===== config.mk =====
export PLATFORM = sky130hd
export DESIGN_NAME = omc_ctrl
export DESIGN_NICKNAME = d
export VERILOG_FILES = /design/src/hw/omc_pkg.sv /design/src/hw/omc_sync.sv /design/src/hw/omc_ctrl.sv
export VERILOG_INCLUDE_DIRS = /design/src /design/src/hw
export SDC_FILE = /design/constraint.sdc
export NUM_CORES = 2
export LEC_CHECK = 0
export BUFFER_PORTS_ARGS = -buffer_cell sky130_fd_sc_hd__buf_2
export CELL_PAD_IN_SITES_DETAIL_PLACEMENT = 1
export CELL_PAD_IN_SITES_GLOBAL_PLACEMENT = 1
export CORE_MARGIN = 4
export CORE_UTILIZATION = 52
export CTS_CLUSTER_SIZE = 25
export DETAILED_ROUTE_END_ITERATION = 12
export PLACE_DENSITY_LB_ADDON = 0.1
export SLEW_MARGIN = 20
export SYNTH_ARGS = -nofsm -noshare
export SYNTH_HDL_FRONTEND = slang
export SYNTH_SLANG_ARGS = --single-unit

===== constraint.sdc =====
create_clock -name sys_clk -period 8.4 [get_ports sys_clk]
set_clock_uncertainty 0.2 [all_clocks]
set_input_delay 1.26 -clock sys_clk [delete_from_list [all_inputs] [get_ports sys_clk]]
set_output_delay 1.26 -clock sys_clk [all_outputs]
set_load 0.05 [all_outputs]

===== src/hw/omc_regs.svh =====
// offsets, field positions and reset values of the module control logic
// assumes: included by the package only; the control module uses its macros without including it
`ifndef OMC_REGS_SVH
`define OMC_REGS_SVH

// two-wire device addresses, seven-bit form (0xa0 / 0xa2 with r/w bit clear)
`define OMC_SLA_ID 7'h50
`define OMC_SLA_DIAG 7'h51
// control_status_byte in the diagnostics page
`define OMC_CTRL_OFS 8'h6e
`define OMC_CTRL_SHUT_STATE 7
`define OMC_CTRL_SOFT_OFF 6
`define OMC_CTRL_FAULT 2
`define OMC_CTRL_LOS 1
// real-time monitor bytes in the diagnostics page, msb first
`define OMC_MON_BASE 8'h60
`define OMC_MON_LAST 8'h69
`define OMC_MON_BYTES 10
// laser power window limits, raw monitor units
`define OMC_PWR_MIN 16'h0100
`define OMC_PWR_MAX 16'hf000
// synchroniser reset value: lines idle high, shutoff seen as pulled up
`define OMC_SYNC_RST 4'hf

`endif


===== src/hw/omc_pkg.sv =====
// types shared by the module control logic
// assumes: offsets and values come from omc_regs.svh
package omc_pkg;
  `include "omc_regs.svh"

  // two-wire slave states
  typedef enum logic [3:0] {
    S_IDLE = 4'b0000,
    S_ADDR = 4'b0001,
    S_AACK = 4'b0010,
    S_OFS = 4'b0011,
    S_OACK = 4'b0100,
    S_WDAT = 4'b0101,
    S_WACK = 4'b0110,
    S_RDAT = 4'b0111,
    S_RACK = 4'b1000
  } omc_st_t;

  // real-time monitor words, in memory order
  typedef struct packed {
    logic [15:0] temp;
    logic [15:0] vcc;
    logic [15:0] bias;
    logic [15:0] txpwr;
    logic [15:0] rxpwr;
  } omc_mon_t;

  // whole state of the control module
  typedef struct packed {
    omc_st_t st;
    logic [3:0] bitc;
    logic [7:0] sh;
    logic [7:0] ptr;
    logic page;
    logic rw;
    logic nack;
    logic scl_d;
    logic sda_d;
    logic sda_o;
    logic sda_oe;
    logic soft_off;
    logic fault;
    logic laser_on;
    logic los;
  } omc_state_t;
endpackage : omc_pkg


===== src/hw/omc_sync.sv =====
// two-flop synchroniser for pin inputs
// assumes: inputs are asynchronous to sys_clk; reset value set per bit
`timescale 1ns/1ps
module omc_sync #(
  parameter int W = 4,
  parameter logic [W-1:0] RST = '1
) (
  input wire logic sys_clk,
  input wire logic srst,
  input wire logic [W-1:0] d,
  output logic [W-1:0] q
);
  logic [W-1:0] meta_r; // first stage, read only by q

  // both stages reset to the idle level of the pins
  always_ff @(posedge sys_clk) begin
    if (srst) begin
      meta_r <= RST;
      q <= RST;
    end else begin
      meta_r <= d;
      q <= meta_r;
    end
  end
endmodule : omc_sync


===== src/hw/omc_ctrl.sv =====
// control and status logic of a pluggable optical module, two-wire slave
// assumes: pins asynchronous, srst is the power cycle / hot-plug reset
// What this block does
// - shutoff pin high turns transmitter off
// - shutoff reads as asserted from reset until the pin is sampled
// - control byte bit 6 sets, bit 7 reports
// - effective shutoff is software OR hardware
// - software shutoff clears on power cycle
// - laser fault raises fault output, disables laser
// - power outside window while lasing is a fault
// - fault latched until shutoff toggle or power
// - fault mirrored in control byte bit 2
// - signal loss output and bit 1 mirror
// - pages answer at 0xa0 and 0xa2
// - monitor values readable by host
`timescale 1ns/1ps
module omc_ctrl
  import omc_pkg::*;
#(
  parameter logic [15:0] PWR_MIN = `OMC_PWR_MIN,
  parameter logic [15:0] PWR_MAX = `OMC_PWR_MAX
) (
  input wire logic sys_clk,
  input wire logic srst,
  input wire logic tx_shutoff_pin,
  input wire logic los_pin,
  input wire logic scl_i,
  input wire logic sda_i,
  output logic sda_o,
  output logic sda_oe,
  input wire omc_mon_t mon,
  output logic laser_on,
  output logic laser_fault,
  output logic receive_signal_lost
);
  omc_state_t q_r; // registered state
  omc_state_t q_nxt; // next state
  logic [3:0] pins_s; // synchronised pins
  logic shut_s, los_s, scl_s, sda_s;
  logic [7:0] id_mem [0:255]; // identification page
  logic [7:0] diag_mem [0:255]; // diagnostics page, user bytes
  logic [9:0][7:0] mon_b; // monitor words as bytes
  logic [7:0] rd; // byte at the pointer
  logic [7:0] ctrl_byte; // live control_status_byte
  logic [3:0] mon_idx;
  logic start, stop, rise, fall, full, eff_off, pwr_bad;
  logic wr_en; // user byte write strobe
  integer i;

  // pull-up level: shutoff bit resets high until the pin is seen
  omc_sync #(.W(4), .RST(`OMC_SYNC_RST)) u_sync (
    .sys_clk(sys_clk),
    .srst(srst),
    .d({tx_shutoff_pin, los_pin, scl_i, sda_i}),
    .q(pins_s)
  );
  assign {shut_s, los_s, scl_s, sda_s} = pins_s;

  // line events from the synchronised levels
  assign start = scl_s && q_r.scl_d && q_r.sda_d && !sda_s;
  assign stop = scl_s && q_r.scl_d && !q_r.sda_d && sda_s;
  assign rise = scl_s && !q_r.scl_d;
  assign fall = !scl_s && q_r.scl_d;
  assign full = (q_r.bitc == 4'h8);
  // or of the two shutoff sources
  assign eff_off = shut_s || q_r.soft_off;
  // outside the permitted window either way
  assign pwr_bad = (mon.txpwr < PWR_MIN) || (mon.txpwr > PWR_MAX);
  assign mon_b = mon;
  assign mon_idx = 4'(q_r.ptr - `OMC_MON_BASE);

  // status mirror, unused bits read zero
  always_comb begin
    ctrl_byte = 8'h00;
    ctrl_byte[`OMC_CTRL_SHUT_STATE] = shut_s;
    ctrl_byte[`OMC_CTRL_SOFT_OFF] = q_r.soft_off;
    ctrl_byte[`OMC_CTRL_FAULT] = q_r.fault;
    ctrl_byte[`OMC_CTRL_LOS] = q_r.los;
  end

  // read mux; live values override the stored diagnostics bytes
  always_comb begin
    rd = q_r.page ? diag_mem[q_r.ptr] : id_mem[q_r.ptr];
    if (q_r.page) begin
      if (q_r.ptr == `OMC_CTRL_OFS) begin
        rd = ctrl_byte;
      // monitor words straight from the converters
      end else if (q_r.ptr >= `OMC_MON_BASE && q_r.ptr <= `OMC_MON_LAST) begin
        rd = mon_b[4'(`OMC_MON_BYTES - 1) - mon_idx];
      end
    end
  end

  // next-state logic: two-wire slave plus laser control
  always_comb begin
    q_nxt = q_r;
    wr_en = 1'b0;
    q_nxt.scl_d = scl_s;
    q_nxt.sda_d = sda_s;
    q_nxt.sda_o = 1'b0; // open drain: only ever pulls low
    if (start) begin
      // repeated start lands here too
      q_nxt.st = S_ADDR;
      q_nxt.bitc = 4'h0;
      q_nxt.sda_oe = 1'b0;
    end else if (stop) begin
      q_nxt.st = S_IDLE;
      q_nxt.sda_oe = 1'b0;
    end else if (rise) begin
      // data is sampled on the rising clock edge
      unique case (q_r.st)
        S_ADDR, S_OFS, S_WDAT: begin
          q_nxt.sh = {q_r.sh[6:0], sda_s};
          q_nxt.bitc = q_r.bitc + 4'h1;
        end
        S_RDAT: q_nxt.bitc = q_r.bitc + 4'h1;
        S_RACK: q_nxt.nack = sda_s;
        S_IDLE, S_AACK, S_OACK, S_WACK: ;
      endcase
    end else if (fall) begin
      // the line is changed only while the clock is low
      unique case (q_r.st)
        S_ADDR: if (full) begin
          // answer only the two page addresses
          if (q_r.sh[7:1] == `OMC_SLA_ID || q_r.sh[7:1] == `OMC_SLA_DIAG) begin
            q_nxt.st = S_AACK;
            q_nxt.sda_oe = 1'b1;
            q_nxt.page = q_r.sh[1];
            q_nxt.rw = q_r.sh[0];
          end else begin
            q_nxt.st = S_IDLE; // someone else's address
          end
        end
        S_OFS: if (full) begin
          q_nxt.ptr = q_r.sh;
          q_nxt.st = S_OACK;
          q_nxt.sda_oe = 1'b1;
        end
        S_WDAT: if (full) begin
          // identification page is read-only but still acknowledged
          if (q_r.page) begin
            if (q_r.ptr == `OMC_CTRL_OFS) begin
              // host sets or clears the software shutoff
              q_nxt.soft_off = q_r.sh[`OMC_CTRL_SOFT_OFF];
            end else if (q_r.ptr < `OMC_MON_BASE || q_r.ptr > `OMC_MON_LAST) begin
              wr_en = 1'b1;
            end
          end
          q_nxt.ptr = q_r.ptr + 8'h01; // wraps inside the page
          q_nxt.st = S_WACK;
          q_nxt.sda_oe = 1'b1;
        end
        S_AACK, S_OACK, S_WACK: begin
          q_nxt.bitc = 4'h0;
          q_nxt.sda_oe = 1'b0;
          if (q_r.st == S_AACK && q_r.rw) begin
            q_nxt.st = S_RDAT;
            q_nxt.sh = rd;
            q_nxt.sda_oe = !rd[7];
          end else begin
            q_nxt.st = (q_r.st == S_AACK) ? S_OFS : S_WDAT;
          end
        end
        S_RDAT: if (full) begin
          q_nxt.st = S_RACK;
          q_nxt.sda_oe = 1'b0;
          q_nxt.ptr = q_r.ptr + 8'h01;
        end else begin
          q_nxt.sh = {q_r.sh[6:0], 1'b0};
          q_nxt.sda_oe = !q_r.sh[6];
        end
        S_RACK: begin
          q_nxt.bitc = 4'h0;
          // master nack ends the read; wait for stop
          if (q_r.nack) begin
            q_nxt.st = S_IDLE;
          end else begin
            q_nxt.st = S_RDAT;
            q_nxt.sh = rd;
            q_nxt.sda_oe = !rd[7];
          end
        end
        S_IDLE: ;
      endcase
    end

    // shutoff high clears the latch, laser waits for low
    if (eff_off) begin
      q_nxt.fault = 1'b0;
    // a bad power reading while lasing latches a fault
    end else if (q_r.laser_on && pwr_bad) begin
      q_nxt.fault = 1'b1;
    end
    // laser off while shut off or faulted
    q_nxt.laser_on = !eff_off && !q_nxt.fault;
    q_nxt.los = los_s; // loss of signal follows the receiver
  end

  // register the whole state; reset clears the software shutoff
  always_ff @(posedge sys_clk) begin
    if (srst) begin
      q_r <= '0;
      q_r.st <= S_IDLE;
      q_r.scl_d <= 1'b1;
      q_r.sda_d <= 1'b1;
    end else begin
      q_r <= q_nxt;
    end
  end

  // identification page powers up blank; factory data is loaded by other means
  initial begin
    for (i = 0; i < 256; i = i + 1) begin
      id_mem[i] = 8'h00;
    end
  end

  // user bytes of the diagnostics page; blanked by the power cycle reset
  // so that this process is the only writer of the array
  always_ff @(posedge sys_clk) begin
    if (srst) begin
      for (int k = 0; k < 256; k++) begin
        diag_mem[k] <= 8'h00;
      end
    end else if (wr_en) begin
      diag_mem[q_r.ptr] <= q_r.sh;
    end
  end

  assign sda_o = q_r.sda_o;
  assign sda_oe = q_r.sda_oe;
  assign laser_on = q_r.laser_on;
  assign laser_fault = q_r.fault;
  assign receive_signal_lost = q_r.los;
endmodule : omc_ctrl


==> impl_metrics.tcl <==
set metrics [dict create \
    path_class "reg -> reg" \
    yosysTopAreaCellShare 0.658 \
    globalplace.congestion 0.896 \
    fin_crit_ns 5.35 \
    synth_seq_cells 2098 \
    num_rows 155 \
    synth_warnings 0 \
    postSynthCellCount 6399 \
    synth_flop_cell "edfxtp_1" \
    busiest_layer "met2" \
    setup_viol_count_final 0 \
    drive_gt1_frac 0.183 \
    cts_root_buffer "clkbuf_16" \
    antenna_left 0 \
    fin_setup_tns_ns 0 \
    fmax_mhz 187 \
    cap_violations 0 \
    synthTopCellsByArea "edfxtp_1, mux4_2, nor2_1, a21o_1, clkbuf_1" \
    yosysTopAreaCell "edfxtp_1" \
    drt-pass1-iter-count 6 \
    portBuffers 89 \
    post_cts.repair.setup_buffers 0 \
    fin_nets 6336 \
    mostFrequentLayoutCells "edfxtp_1, nor2_1, mux4_2, a21o_1, clkbuf_16" \
    htree_num_levels 4 \
    die_w_um 432 \
    r2r_slack_ns 3.05 \
    grt_max_degree 99 \
    end_kind "flop" \
    r2r_start "q_r[12]" \
    start_kind "flop" \
    pin_count 91 \
    slew_headroom 0.179 \
    use_met1 0.471 \
    cts_made_buffers 216 \
    powerDensity_nw_per_um2 218 \
    track_usage 0.330 \
    postRouteWirelength_mm 305 \
    grt_pass1_wl_mm 437 \
    hold_depth 1 \
    wl_per_cell_um 34.8 \
    die_area_um2 187000 \
    layout_commonest_cell "edfxtp_1" \
    grt_pass1_vias 58100 \
    cellLeakagePower_uw 0.0314 \
    finalMaxSlewViolations 0 \
    arrival_ns 5.72 \
    core_um2 179000 \
    cts_sinks 2098 \
    outcome "finished, final reports clean" \
    hold_buffers 0 \
    synth-seq-area-share 0.669 \
    holdPathEnd "u_sync.q[3]" \
    hold_start "u_sync.meta_r[3]" \
    critPathRequiredTime_ns 8.77 \
    start_util 0.523 \
    whs_ns 0.232 \
    overflow 0 \
    hold_viol_final 0 \
    use_met2 0.501 \
    rsz0062_at_grt "false" \
    synth_edf_count 2048 \
    path_clk_slew_ns 0.06 \
    drt_iter0_markers 8394 \
    period_share 0.637 \
    avgSynthCellArea_um2 14.6 \
    async_reset_ff_frac 0 \
    cts_resized 0 \
    clk_latency_ns 0.87 \
    dp.cells 8374 \
    route.detailed.drc 0 \
    tightest_slew_ns 1.23 \
    use_met3 0.0757 \
    layout.cells.non_filler 8774 \
    rr_worst_depth 10 \
    ir_worst_vdd_uv 195 \
    viasPerCell 6.60 \
    ys_types 72 \
    syn_to_final_growth_pct 8.98 \
    die_h_um 432 \
    worst_r2r_endpoint "diag_mem[156][2]" \
    cts_buffer_depth 3 \
    detailed_place_hpwl_mm 196 \
    antenna_found_initial 16 \
    cp_max_fo 67 \
    vias 57900 \
    hp-class "reg -> reg" \
    cts_tree "yes" \
    netlist_area_um2 93400 \
]
==> cell families (layout without fill, tap and decap cells) <==
| kind of cell | after synthesis | in the layout | share of synthesized area |
|---|---|---|---|
| multiplexers | 660 | 660 | 0.151 |
| other | 1 | 90 | 0.0000401 |
| AND/OR/NAND/NOR | 2415 | 2415 | 0.102 |
| flip-flops | 2098 | 2098 | 0.669 |
| buffers and inverters | 677 | 608 | 0.0354 |
| AO/OA/AOI/OAI | 531 | 531 | 0.0402 |
| adder cells (fa/ha/maj) | 12 | 12 | 0.00161 |
| XOR/XNOR | 5 | 5 | 0.000469 |
==> state kept, by name (all words and copies together) (netlist names), named ones only <==
signal               count
ctrl_byte                1
diag_mem              2048
laser_fault              1
laser_on                 1
q_r                     29
receive_signal_lost      1
sda_oe                   1
u_sync.meta_r            4
u_sync.q                 4
==> how the worst max path moves through the flow <==
stage / startpoint / end
2_1_floorplan: q_r[11] / diag_mem[155][0]
3_5_place_dp: q_r[12] / diag_mem[178][6]
3_3_place_gp: q_r[12] / diag_mem[146][3]
5_1_grt: q_r[12] / diag_mem[60][1]
4_1_cts: q_r[12] / diag_mem[178][0]
6_report: q_r[12] / diag_mem[156][2]
==> synthesized netlist by cell type (5+ instances only) <==
| cell type | number |
|---|---|
| buf_6 | 49 |
| a311oi_1 | 5 |
| nand4_1 | 6 |
| a221oi_1 | 22 |
| mux2_2 | 15 |
| nor2b_1 | 18 |
| buf_2 | 158 |
| mux4_1 | 6 |
| a211oi_1 | 5 |
| o22ai_1 | 15 |
| a22oi_1 | 41 |
| a21oi_1 | 72 |
| mux2i_1 | 45 |
| nand3_1 | 20 |
| and3_1 | 5 |
| nor4_1 | 13 |
| buf_4 | 52 |
| nor2_1 | 2033 |
| o211ai_1 | 7 |
| dfxtp_1 | 50 |
| nand3b_1 | 5 |
| a21o_1 | 248 |
| mux4_2 | 594 |
| a31oi_1 | 20 |
| clkbuf_1 | 379 |
| a22o_1 | 23 |
| edfxtp_1 | 2048 |
| nand2b_1 | 20 |
| nor3_1 | 34 |
| o21ai_0 | 40 |
| inv_1 | 12 |
| or2_2 | 13 |
| buf_1 | 22 |
| nand2_1 | 202 |
| and2_1 | 17 |
| ha_1 | 12 |
==> layer usage <==
layer  vias to the layer above  share of wire
li1                      23300              -
met4                        10          0.040
met2                      3506           0.46
met5                         -        0.00021
met3                       555           0.11
met1                     30600           0.39
==> critical path, cell delays in order, from the launching register on <==
cell     delay (ns)
dfxtp_1        0.31
inv_1          0.11
ha_1           0.67
nor2_1         0.10
o21ai_0        0.15
and2_1         0.80
or4_1          0.59
nor2_2         0.20
nand2_4        0.75
buf_4          0.81
nor2_1         0.14
==> cell type report <==
cell class	count	area [um^2]
fill	16600	76800
clock buffer	276	5760
clock inverter	122	955
tap	2355	2950
sequential	2098	62500
multi-input combinational	3712	28200
timing repair buffer	197	1400
inverter	13	48.8
antenna	1	2.50
==> per-stage QoR <==
step | utilization | total power [uW] | cell area (um^2) | worst slack [ns]
global route | 0.570 | 22800 | 102000 | 2.88
CTS | 0.570 | 22300 | 102000 | 3.07
floorplan | - | 12700 | 93800 | 4.06
global placement | 0.532 | 13100 | 95100 | 3.19
detailed placement | 0.532 | 13100 | 95100 | 3.12
finish | 0.570 | 22200 | 102000 | 3.05
==> where the power goes <==
group / internal (uW) / switching (uW)
combinational: 275 / 444
clock: 5240 / 4100
sequential: 12000 / 191
Power figures use the tool's default switching activity.
